<file path="config.mk">
export PLATFORM = sky130hd
export DESIGN_NAME = rct16_timer
export DESIGN_NICKNAME = d
export VERILOG_FILES = /design/src/design/rct16_pkg.sv /design/src/design/rct16_timer.sv
export VERILOG_INCLUDE_DIRS = /design/src /design/src/design
export SDC_FILE = /design/constraint.sdc
export NUM_CORES = 1
export LEC_CHECK = 0
export BUFFER_PORTS_ARGS = -buffer_cell sky130_fd_sc_hd__buf_2
export CORE_MARGIN = 1
export CORE_UTILIZATION = 40
export CTS_BUF_LIST = sky130_fd_sc_hd__clkbuf_8
export CTS_CLUSTER_DIAMETER = 150
export CTS_CLUSTER_SIZE = 10
export DETAILED_ROUTE_END_ITERATION = 10
export MAX_ROUTING_LAYER = met4
export REMOVE_ABC_BUFFERS = 1
export SLEW_MARGIN = 20
export SYNTH_ARGS = -nofsm -noshare
export SYNTH_HDL_FRONTEND = slang
export SYNTH_SLANG_ARGS = --single-unit
export TNS_END_PERCENT = 50
</file>
<file path="constraint.sdc">
create_clock -name clock -period 5.8 [get_ports clock]
set_input_delay 0.29 -clock clock [delete_from_list [all_inputs] [get_ports clock]]
set_output_delay 0.29 -clock clock [all_outputs]
set_load 0.01 [all_outputs]
</file>
<file path="src/design/rct16_params.svh">
/*
  Constants of the reloadable compare timer: register indices, field
  positions, reset values and bus widths.
  Assumes it is included once per compilation unit by its bare name.
*/
`ifndef RCT16_PARAMS_SVH
`define RCT16_PARAMS_SVH

// ----------------------------------------------------------------
// Register indices (byte address is four times the index)
// ----------------------------------------------------------------
`define RCT_IDX_CONTROL      8'hc8
`define RCT_IDX_MODE         8'hc9
`define RCT_IDX_RCMP_LOW     8'hca
`define RCT_IDX_RCMP_HIGH    8'hcb
`define RCT_IDX_COUNT_LOW    8'hcc
`define RCT_IDX_COUNT_HIGH   8'hcd
`define RCT_IDX_IRQ_ENABLE   8'hd0
`define RCT_IDX_CAP_CONTROL  8'hd1
`define RCT_IDX_CAP_BASE     8'he4

// ----------------------------------------------------------------
// Field positions
// ----------------------------------------------------------------
`define RCT_CTL_FLAG_BIT     7
`define RCT_CTL_RUN_BIT      2
`define RCT_CTL_MODE_BIT     0
`define RCT_MOD_RELOAD_BIT   7
`define RCT_MOD_DIV_HI       6
`define RCT_MOD_DIV_LO       4
`define RCT_MOD_CAPCLR_BIT   3
`define RCT_MOD_CMPCLR_BIT   2
`define RCT_MOD_TRIG_HI      1
`define RCT_MOD_TRIG_LO      0
`define RCT_IEN_TIMER_BIT    0
`define RCT_IEN_GLOBAL_BIT   1
`define RCT_CAP_EN_LO        4
`define RCT_CAP_FLAG_LO      0

// ----------------------------------------------------------------
// Reset values and widths
// ----------------------------------------------------------------
`define RCT_RESET_BYTE       8'h00
`define RCT_RESET_COUNT      16'h0000
`define RCT_COUNT_MAX        16'hffff
`define RCT_ADDR_W           10
`define RCT_DATA_W           32
`define RCT_PRE_W            9
`define RCT_CHANNELS         3

`endif

</file>
<file path="src/design/rct16_pkg.sv">
/*
  Types shared by the reloadable compare timer.
  Assumes rct16_params.svh is available on the include path.
*/
package rct16_pkg;

    typedef enum logic {
        RCT_MODE_RELOAD  = 1'b0,
        RCT_MODE_COMPARE = 1'b1
    } rct_mode_t;

    typedef enum logic [1:0] {
        RCT_TRIG_OVERFLOW = 2'h0,
        RCT_TRIG_CAP0     = 2'h1,
        RCT_TRIG_CAP1     = 2'h2,
        RCT_TRIG_CAP2     = 2'h3
    } rct_trig_t;

endpackage : rct16_pkg

</file>
<file path="src/design/rct16_timer.sv">
/*
  Reloadable compare timer: 16-bit up counter with prescaler, auto-reload
  and compare modes, three capture result registers and an Avalon-MM
  slave with waitrequest for its byte-wide registers.
  Assumes capture events arrive as one-cycle pulses already filtered and
  edge detected, synchronous to clock.
*/
// Register access over Avalon-MM is this design's own decision.
// ----------------------------------------------------------------
// ----------------------------------------------------------------
`timescale 1ns/1ps
`include "rct16_params.svh"

module rct16_timer
    import rct16_pkg::*;
(
    input  wire logic                      clock,
    input  wire logic                      reset,
    input  wire logic [`RCT_ADDR_W-1:0]    avs_address,
    input  wire logic                      avs_read,
    input  wire logic                      avs_write,
    input  wire logic [`RCT_DATA_W-1:0]    avs_writedata,
    input  wire logic [3:0]                avs_byteenable,
    output logic      [`RCT_DATA_W-1:0]    avs_readdata,
    output logic                           avs_waitrequest,
    input  wire logic [`RCT_CHANNELS-1:0]  capture_event,
    output logic                           timer_irq
);

    // ----------------------------------------------------------------
    // Register state
    // ----------------------------------------------------------------
    logic                      timer_event_flag_r;
    logic                      run_control_r;
    rct_mode_t                 compare_reload_select_r;
    logic                      reload_enable_r;
    logic [2:0]                prescale_select_r;
    logic                      capture_clear_enable_r;
    logic                      match_clear_enable_r;
    rct_trig_t                 reload_trigger_select_r;
    logic [7:0]                reload_compare_low_r;
    logic [7:0]                reload_compare_high_r;
    logic [15:0]               count_r;
    logic [15:0]               count_nxt;
    logic                      timer_irq_enable_r;
    logic                      global_irq_enable_r;
    logic [`RCT_CHANNELS-1:0]  capture_enable_r;
    logic [`RCT_CHANNELS-1:0]  capture_channel_flag_r;
    logic [15:0]               capture_result_r [`RCT_CHANNELS];
    logic [`RCT_PRE_W-1:0]     prescale_cnt_r;

    // ----------------------------------------------------------------
    // Bus decode
    // ----------------------------------------------------------------
    logic [7:0] reg_index;
    logic       wr_take;
    logic       lane0;
    logic [7:0] wbyte;

    assign reg_index = avs_address[`RCT_ADDR_W-1:2];
    // Write lands at the edge where waitrequest is seen low
    assign wr_take   = avs_write && !avs_waitrequest;
    assign lane0     = avs_byteenable[0];
    assign wbyte     = avs_writedata[7:0];

    function automatic logic wr_hit(input logic [7:0] idx);
        wr_hit = wr_take && lane0 && (reg_index == idx);
    endfunction : wr_hit

    // ----------------------------------------------------------------
    // Prescaler
    // ----------------------------------------------------------------
    logic [`RCT_PRE_W-1:0] prescale_last;
    logic                  step;

    always_comb begin
        unique case (prescale_select_r)
            3'h0: prescale_last = 9'h000;
            3'h1: prescale_last = 9'h003;
            3'h2: prescale_last = 9'h00f;
            3'h3: prescale_last = 9'h01f;
            3'h4: prescale_last = 9'h03f;
            3'h5: prescale_last = 9'h07f;
            3'h6: prescale_last = 9'h0ff;
            3'h7: prescale_last = 9'h1ff;
        endcase
    end

    // Divider only runs with the timer so a restart begins a full period
    always_ff @(posedge clock or posedge reset) begin
        if (reset) begin
            prescale_cnt_r <= '0;
        end else if (!run_control_r) begin
            prescale_cnt_r <= '0;
        end else if (prescale_cnt_r >= prescale_last) begin
            prescale_cnt_r <= '0;
        end else begin
            prescale_cnt_r <= prescale_cnt_r + 9'h001;
        end
    end

    assign step = run_control_r && (prescale_cnt_r >= prescale_last);

    // ----------------------------------------------------------------
    // Events
    // ----------------------------------------------------------------
    logic [15:0]              compare_value;
    logic                     overflow;
    logic                     match;
    logic [`RCT_CHANNELS-1:0] cap_hit;
    logic                     any_cap;
    logic                     reload_event;
    logic                     auto_mode;

    assign compare_value = {reload_compare_high_r, reload_compare_low_r};
    assign auto_mode     = (compare_reload_select_r == RCT_MODE_RELOAD);
    assign overflow      = step && (count_r == `RCT_COUNT_MAX);
    assign match         = step && !auto_mode && (count_r == compare_value);
    assign cap_hit       = capture_event & capture_enable_r;
    assign any_cap       = |cap_hit;

    always_comb begin
        unique case (reload_trigger_select_r)
            RCT_TRIG_OVERFLOW: reload_event = overflow;
            RCT_TRIG_CAP0:     reload_event = cap_hit[0];
            RCT_TRIG_CAP1:     reload_event = cap_hit[1];
            RCT_TRIG_CAP2:     reload_event = cap_hit[2];
        endcase
    end

    // ----------------------------------------------------------------
    // Counter
    // ----------------------------------------------------------------
    // A bus write to a count byte wins; software is expected to stop first
    always_comb begin
        count_nxt = count_r;
        if (auto_mode && capture_clear_enable_r && any_cap) begin
            count_nxt = `RCT_RESET_COUNT;
        end else if (auto_mode && reload_enable_r && reload_event) begin
            count_nxt = compare_value;
        end else if (match && match_clear_enable_r) begin
            count_nxt = `RCT_RESET_COUNT;
        end else if (step) begin
            count_nxt = count_r + 16'h0001;
        end
        if (wr_hit(`RCT_IDX_COUNT_LOW)) begin
            count_nxt[7:0] = wbyte;
        end
        if (wr_hit(`RCT_IDX_COUNT_HIGH)) begin
            count_nxt[15:8] = wbyte;
        end
    end

    always_ff @(posedge clock or posedge reset) begin
        if (reset) begin
            count_r <= `RCT_RESET_COUNT;
        end else begin
            count_r <= count_nxt;
        end
    end

    // ----------------------------------------------------------------
    // Control and mode registers
    // ----------------------------------------------------------------
    always_ff @(posedge clock or posedge reset) begin
        if (reset) begin
            run_control_r           <= 1'b0;
            compare_reload_select_r <= RCT_MODE_RELOAD;
        end else if (wr_hit(`RCT_IDX_CONTROL)) begin
            run_control_r           <= wbyte[`RCT_CTL_RUN_BIT];
            compare_reload_select_r <= rct_mode_t'(wbyte[`RCT_CTL_MODE_BIT]);
        end
    end

    // Hardware set has priority over a clearing write
    always_ff @(posedge clock or posedge reset) begin
        if (reset) begin
            timer_event_flag_r <= 1'b0;
        end else if (overflow || match) begin
            timer_event_flag_r <= 1'b1;
        end else if (wr_hit(`RCT_IDX_CONTROL)) begin
            timer_event_flag_r <= wbyte[`RCT_CTL_FLAG_BIT];
        end
    end

    always_ff @(posedge clock or posedge reset) begin
        if (reset) begin
            reload_enable_r         <= 1'b0;
            prescale_select_r       <= 3'h0;
            capture_clear_enable_r  <= 1'b0;
            match_clear_enable_r    <= 1'b0;
            reload_trigger_select_r <= RCT_TRIG_OVERFLOW;
        end else if (wr_hit(`RCT_IDX_MODE)) begin
            reload_enable_r         <= wbyte[`RCT_MOD_RELOAD_BIT];
            prescale_select_r       <= wbyte[`RCT_MOD_DIV_HI:`RCT_MOD_DIV_LO];
            capture_clear_enable_r  <= wbyte[`RCT_MOD_CAPCLR_BIT];
            match_clear_enable_r    <= wbyte[`RCT_MOD_CMPCLR_BIT];
            reload_trigger_select_r <=
                rct_trig_t'(wbyte[`RCT_MOD_TRIG_HI:`RCT_MOD_TRIG_LO]);
        end
    end

    always_ff @(posedge clock or posedge reset) begin
        if (reset) begin
            reload_compare_low_r  <= `RCT_RESET_BYTE;
            reload_compare_high_r <= `RCT_RESET_BYTE;
        end else begin
            if (wr_hit(`RCT_IDX_RCMP_LOW)) begin
                reload_compare_low_r <= wbyte;
            end
            if (wr_hit(`RCT_IDX_RCMP_HIGH)) begin
                reload_compare_high_r <= wbyte;
            end
        end
    end

    always_ff @(posedge clock or posedge reset) begin
        if (reset) begin
            timer_irq_enable_r  <= 1'b0;
            global_irq_enable_r <= 1'b0;
        end else if (wr_hit(`RCT_IDX_IRQ_ENABLE)) begin
            timer_irq_enable_r  <= wbyte[`RCT_IEN_TIMER_BIT];
            global_irq_enable_r <= wbyte[`RCT_IEN_GLOBAL_BIT];
        end
    end

    // ----------------------------------------------------------------
    // Capture channels
    // ----------------------------------------------------------------
    always_ff @(posedge clock or posedge reset) begin
        if (reset) begin
            capture_enable_r <= '0;
        end else if (wr_hit(`RCT_IDX_CAP_CONTROL)) begin
            capture_enable_r <= wbyte[`RCT_CAP_EN_LO +: `RCT_CHANNELS];
        end
    end

    // Result holds the count from before any clear or reload that same edge
    for (genvar ch = 0; ch < `RCT_CHANNELS; ch++) begin : g_cap
        always_ff @(posedge clock or posedge reset) begin
            if (reset) begin
                capture_result_r[ch] <= `RCT_RESET_COUNT;
            end else if (cap_hit[ch]) begin
                capture_result_r[ch] <= count_r;
            end
        end

        always_ff @(posedge clock or posedge reset) begin
            if (reset) begin
                capture_channel_flag_r[ch] <= 1'b0;
            end else if (cap_hit[ch]) begin
                capture_channel_flag_r[ch] <= 1'b1;
            end else if (wr_hit(`RCT_IDX_CAP_CONTROL)) begin
                capture_channel_flag_r[ch] <= wbyte[`RCT_CAP_FLAG_LO + ch];
            end
        end
    end

    // ----------------------------------------------------------------
    // Interrupt request
    // ----------------------------------------------------------------
    always_ff @(posedge clock or posedge reset) begin
        if (reset) begin
            timer_irq <= 1'b0;
        end else begin
            timer_irq <= timer_event_flag_r && timer_irq_enable_r
                         && global_irq_enable_r;
        end
    end

    // ----------------------------------------------------------------
    // Bus read and handshake
    // ----------------------------------------------------------------
    logic [7:0] rd_byte;

    always_comb begin
        rd_byte = 8'h00;
        unique case (reg_index)
            `RCT_IDX_CONTROL:
                rd_byte = {timer_event_flag_r, 4'h0, run_control_r, 1'b0,
                           compare_reload_select_r};
            `RCT_IDX_MODE:
                rd_byte = {reload_enable_r, prescale_select_r,
                           capture_clear_enable_r, match_clear_enable_r,
                           reload_trigger_select_r};
            `RCT_IDX_RCMP_LOW:    rd_byte = reload_compare_low_r;
            `RCT_IDX_RCMP_HIGH:   rd_byte = reload_compare_high_r;
            `RCT_IDX_COUNT_LOW:   rd_byte = count_r[7:0];
            `RCT_IDX_COUNT_HIGH:  rd_byte = count_r[15:8];
            `RCT_IDX_IRQ_ENABLE:
                rd_byte = {6'h00, global_irq_enable_r, timer_irq_enable_r};
            `RCT_IDX_CAP_CONTROL:
                rd_byte = {1'b0, capture_enable_r, 1'b0, capture_channel_flag_r};
            `RCT_IDX_CAP_BASE:          rd_byte = capture_result_r[0][7:0];
            `RCT_IDX_CAP_BASE + 8'h01:  rd_byte = capture_result_r[0][15:8];
            `RCT_IDX_CAP_BASE + 8'h02:  rd_byte = capture_result_r[1][7:0];
            `RCT_IDX_CAP_BASE + 8'h03:  rd_byte = capture_result_r[1][15:8];
            `RCT_IDX_CAP_BASE + 8'h04:  rd_byte = capture_result_r[2][7:0];
            `RCT_IDX_CAP_BASE + 8'h05:  rd_byte = capture_result_r[2][15:8];
            default: rd_byte = 8'h00;
        endcase
    end

    // One wait cycle per access: waitrequest drops for exactly one edge
    always_ff @(posedge clock or posedge reset) begin
        if (reset) begin
            avs_waitrequest <= 1'b1;
        end else if (!avs_waitrequest) begin
            avs_waitrequest <= 1'b1;
        end else if (avs_read || avs_write) begin
            avs_waitrequest <= 1'b0;
        end
    end

    // Read data sampled one cycle early so it stands at the completing edge
    always_ff @(posedge clock or posedge reset) begin
        if (reset) begin
            avs_readdata <= '0;
        end else if (avs_read && avs_waitrequest) begin
            avs_readdata <= {24'h000000, rd_byte};
        end
    end

endmodule : rct16_timer

</file>
After elaboration in Yosys (flattened, before gate mapping):

Memory sizes are Yosys's and may differ from the RTL's.
Cells that the tools add are included.

* bits in read-only memories: 72
* bits in registers: 118
* memories kept: 1

* add/subtract/negate cells: 2
* magnitude comparators: 1
* bitwise operators: 2
* eq/ne operators: 19
* mux-type cells: 20
* reduce and logical (&&, ||, !) cells: 33

Memories
* (no name shown): words 8, bits a word 9, rd ports 1, clocked after Yosys merged registers in 0, write ports 0, line rct16_timer.sv:77 `unique case (prescale_select_r)`

Operators with widths (count)
* == test 8 bit (second input constant): 14
* case mux 8 bit (14 select lines): 1
* 2-to-1 mux 16 bit: 4
* logical AND 1 bit: 22
* 2-to-1 mux 9 bit: 2
* adder 16 x 1 -> 16 bit (second input constant): 1
* == test 16 bit: 1
* == test 16 bit (second input constant): 1
* 2-to-1 mux 8 bit: 2
* 2-to-1 mux 1 bit: 10
* nonzero test 5 bit: 2
* adder 9 x 1 -> 9 bit (second input constant): 1
* >= comparator 9 bit: 1
* nonzero test 2 bit: 4
* == test 2 bit (second input constant): 2
* case mux 1 bit (4 select lines): 1
* bitwise AND 3 bit: 1
* OR reduction 3 bit: 1
* == test 2 x 1 -> 1 bit (second input constant): 1
* logical NOT 2 bit: 1
* logical OR 1 bit: 2
* logical NOT 1 bit: 1
* NOT 1 bit: 1

Logic depth before layout (Yosys ltp):

An unclocked memory read counts as a cell.

* word-level depth: 10
* gate-level depth with buffers: 9
* gate-level depth less buffers: 8

Worst setup path before layout:

Ideal clock, no wire load.

* kind: register to register
* start point: register prescale_select_r[2]
* end point: register count_r[1]
* data required time: 5.674 ns
* arrival time: 2.606 ns
* setup time: 0.126 ns
* path slack: 3.067 ns
* stages on the path, launching flop included: 10
* clock period less this slack: 2.733 ns
* buffers on the path: 1
* cell sequence: dfrtp_1 -> clkbuf_1 -> or3_1 -> ha_1 -> nand2b_4 -> a2111oi_4 -> o221ai_2 -> a31o_1 -> and2_4 -> a221o_1

* word-level cells in the longest chain between the ends: 10

Ends and longest elaborated chain
* from (decl): line rct16_timer.sv:37 `logic [2:0] prescale_select_r;`
* from (signal assigned): line rct16_timer.sv:195 `` prescale_select_r <= wbyte[`RCT_MOD_DIV_HI:`RCT_MOD_DIV_LO]; ``
* memory read (8 x 9 bit) *
* >= comparator 9 bit *: line rct16_timer.sv:102 `assign step = run_control_r && (prescale_cnt_r >= prescale_last);`
* logical AND 1 bit *: line rct16_timer.sv:102
* branches (longest 7 deep; another with 2-to-1 mux 16 bit)
* to (signal assigned): line rct16_timer.sv:156 `` count_r <= `RCT_RESET_COUNT; ``
* to (signal assigned): line rct16_timer.sv:158 `count_r <= count_nxt;`
* to (decl): line rct16_timer.sv:43 `logic [15:0] count_r;`

Mark *: on every way between the ends.
A chain may end at the register's enable or synchronous reset.

Final worst setup path:

* start point: register prescale_select_r[2]
* end point: register count_r[9]

* word-level cells in the longest chain between the ends: 10

Ends and longest elaborated chain (line)
* memory read (8 x 9 bit) *
* >= comparator 9 bit *: rct16_timer.sv:102
* logical AND 1 bit *: rct16_timer.sv:102
* branches (longest 7 deep; another with 2-to-1 mux 16 bit)

Marked as above.

==> reports/results.ini <==
[run_status]
run_status=complete, no violations

[synth]
ys_types=80
synth-seq-cells=118
synth_edf_count=0
synth_seq_area_share_pct=43.9
async_reset_ff_share_pct=100
synth_top_area_share_pct=43.5
netlist_top_cells_count=dfrtp_1, mux2_2, nand2_1, nand3_1
ys_top_cells_by_area=dfrtp_1, mux2_2, xnor2_1, buf_4, nand2_1
synth_ff_type=dfrtp_1
synth_area_leader_cell=dfrtp_1
synth.avg_cell_area_um2=10.7
synth_area_um2=6720
syn-instance-count=631
ys_warn_count=0
yosysMostFrequentCell=dfrtp_1

[timing]
worst_pin_slew_ps=980
setup_total_negative_slack_ps=0
rsz0062_at_grt=false
min_period_ps=3070
finalSetupViolCount=0
slew_viol_final=0
slew_headroom_pct=34.4
fmax_mhz=326
skew_ps=9.47
hold_violations=0
period_share_pct=52.9

[critical_path]
r2r_setup_slack_ps=2730
end_kind=flop
crit_chain=or3_1 > ha_1 > nand2b_4 > a2111oi_4 > o221ai_2 > a21oi_1 > a22o_1 > a221o_1
required_ps=6180
cp.arrival_ps=3450
critPathMaxFanout=9
start_kind=flop
cp_slowest_cell=a21oi_1
crit_type=flop to flop
critPathMaxStageDelay_ps=710

[routing]
wl_met3_mm=1.15
wl_per_cell_um=21.7
wirelength_mm=19.1
drcViolationCount=0
wl_met2_mm=9.00
num_vias=5193
dr.pass1.iters=5
routed.top_layer=met4
drtIter0Drc=525
final_antenna_net_count=0
vias_per_cell=5.92
met1_length_mm=8.55

[worst_hold_path]
min_path_type=input port to flop

[floorplanning]
row_count=47
die_y_um=132
die_x_um=132
start_util_pct=40.7
fp.coreArea_um2=16500
io_pins=87
design.die.area_um2=17300

[clock_network]
clock_latency_ps=450
cts_made_buffers=17
cts_root_buf=clkbuf_8
htreeDepth=4
cts_tree=built
clk_transition_reported_paths_ps=70
cts_buffer_depth=2
cts_sinks=118

[final_layout]
diodes=0
final.fill_count=1618
design_area_um2=7340
area_growth_pct=9.23
drive_gt1_share_pct=25.3
nets=709

[power_and_ir_drop]
p_leak_nw=3.29
powerDensity_nw_per_um2=254
peakVddDrop_mv=0.126

[grt]
grt_max_degree=69
antenna_found_initial=0
grtUsageTotal_pct=24.0
grt_pass1_wl_mm=30.5
grt_pass1_vias=5263
grt_overflow=0

[placement]
place_area_um2=6900
dp_hpwl_mm=13.3
port_buffers=33
routabilityCongestion=0.931

[job]
drv_cap=0

layout make-up:
type / instances / area [um2] / share of cell area [%]
inverter: 13 / 51.3 / 0.698
timing repair buffer: 40 / 223 / 3.03
sequential: 118 / 2950 / 40.2
tap: 220 / 275 / 3.75
clock buffer: 19 / 262 / 3.56
clock inverter: 12 / 161 / 2.20
multi-input combinational: 455 / 3420 / 46.5
metrics by stage:
| stage | hold slack [ps] | utilization, % | std cells | total power, W | setup WS, ps |
|---|---|---|---|---|---|
| after floorplan | 353 | - | 586 | 0.000992 | 2380 |
| after global placement | 425 | 41.8 | 844 | 0.00106 | 2810 |
| after detailed placement | 429 | 41.8 | 844 | 0.00107 | 2780 |
| after CTS | 47.4 | 44.4 | 877 | 0.00188 | 2760 |
| after global routing | 98.2 | 44.4 | 877 | 0.00193 | 2520 |
| final | 63.8 | 44.4 | 877 | 0.00187 | 2730 |
power breakdown:
| part | switching (W) | leakage [nW] | internal (W) |
|---|---|---|---|
| Clock | 0.000334 | 0.221 | 0.000481 |
| Sequential | 0.0000343 | 1.60 | 0.000856 |
| Combinational | 0.000100 | 1.46 | 0.0000623 |
| Total | 0.000468 | 3.29 | 0.00140 |
worst max-delay path, delay by kind of cell, from the launching register on:
family          cells  cell delay [ps]
simple gates        2              590
fa+ha+maj           1              290
compound gates      5             1660
flops               1              470
layout by cell type (no fill, tap or decap), types with 8 or more instances in the layout:
master	count
nand3_1	37
dfrtp_1	117
mux2_2	76
buf_2	33
inv_1	14
o21ai_0	25
conb_1	24
clkbuf_8	19
a31oi_1	8
nand4_1	8
a221oi_1	17
mux2i_1	8
a21oi_1	13
nor2_1	22
a222oi_1	8
nand2_1	51
ha_1	11
xnor2_1	26
and3_1	8
flip-flops by register name (all words and copies together) (netlist names), 2 cells and up:
name                     cells
reload_trigger_select_r      2
avs_readdata                 8
prescale_select_r            3
capture_enable_r             3
prescale_cnt_r               9
capture_channel_flag_r       3
reload_compare_high_r        8
capture_result_r            48
count_r                     16
reload_compare_low_r         8
final timing paths:
| path | from | end | depth (start not counted) |
|---|---|---|---|
| worst max-delay path | prescale_select_r[2] | count_r[9] | 8 |
| worst min-delay path | avs_read | avs_waitrequest | 2 |
| worst min register to register | avs_readdata[7] | avs_readdata[7] | 1 |
| max in group asynchronous | reset | capture_result_r[33] | 4 |
| worst max register to register | prescale_select_r[2] | count_r[9] | 8 |
| min in group asynchronous | reset | avs_readdata[6] | 3 |
cells by family after synthesis:
group	synth area share [%]
XOR/XNOR	4.30
adder cells (fa/ha/maj)	2.05
AND/OR/NAND/NOR	13.5
other	0.0558
buffers and inverters	6.61
AO/OA/AOI/OAI	15.3
multiplexers	14.3
flip-flops	43.9
what timing repair did:
action,in CTS,in global routing
endpoints found under the setup margin,0,0
buffers inserted,0,0
hold buffers,2,0
hold endpoints to repair,51,0
gates resized for setup,0,0
metal layers:
metal,up-vias,GRT usage [%]
met5,-,-
li1,2315,-
met2,204,36.9
met4,0,9.17
met3,27,4.09
met1,2647,31.5
Power figures use the tool's default switching activity.
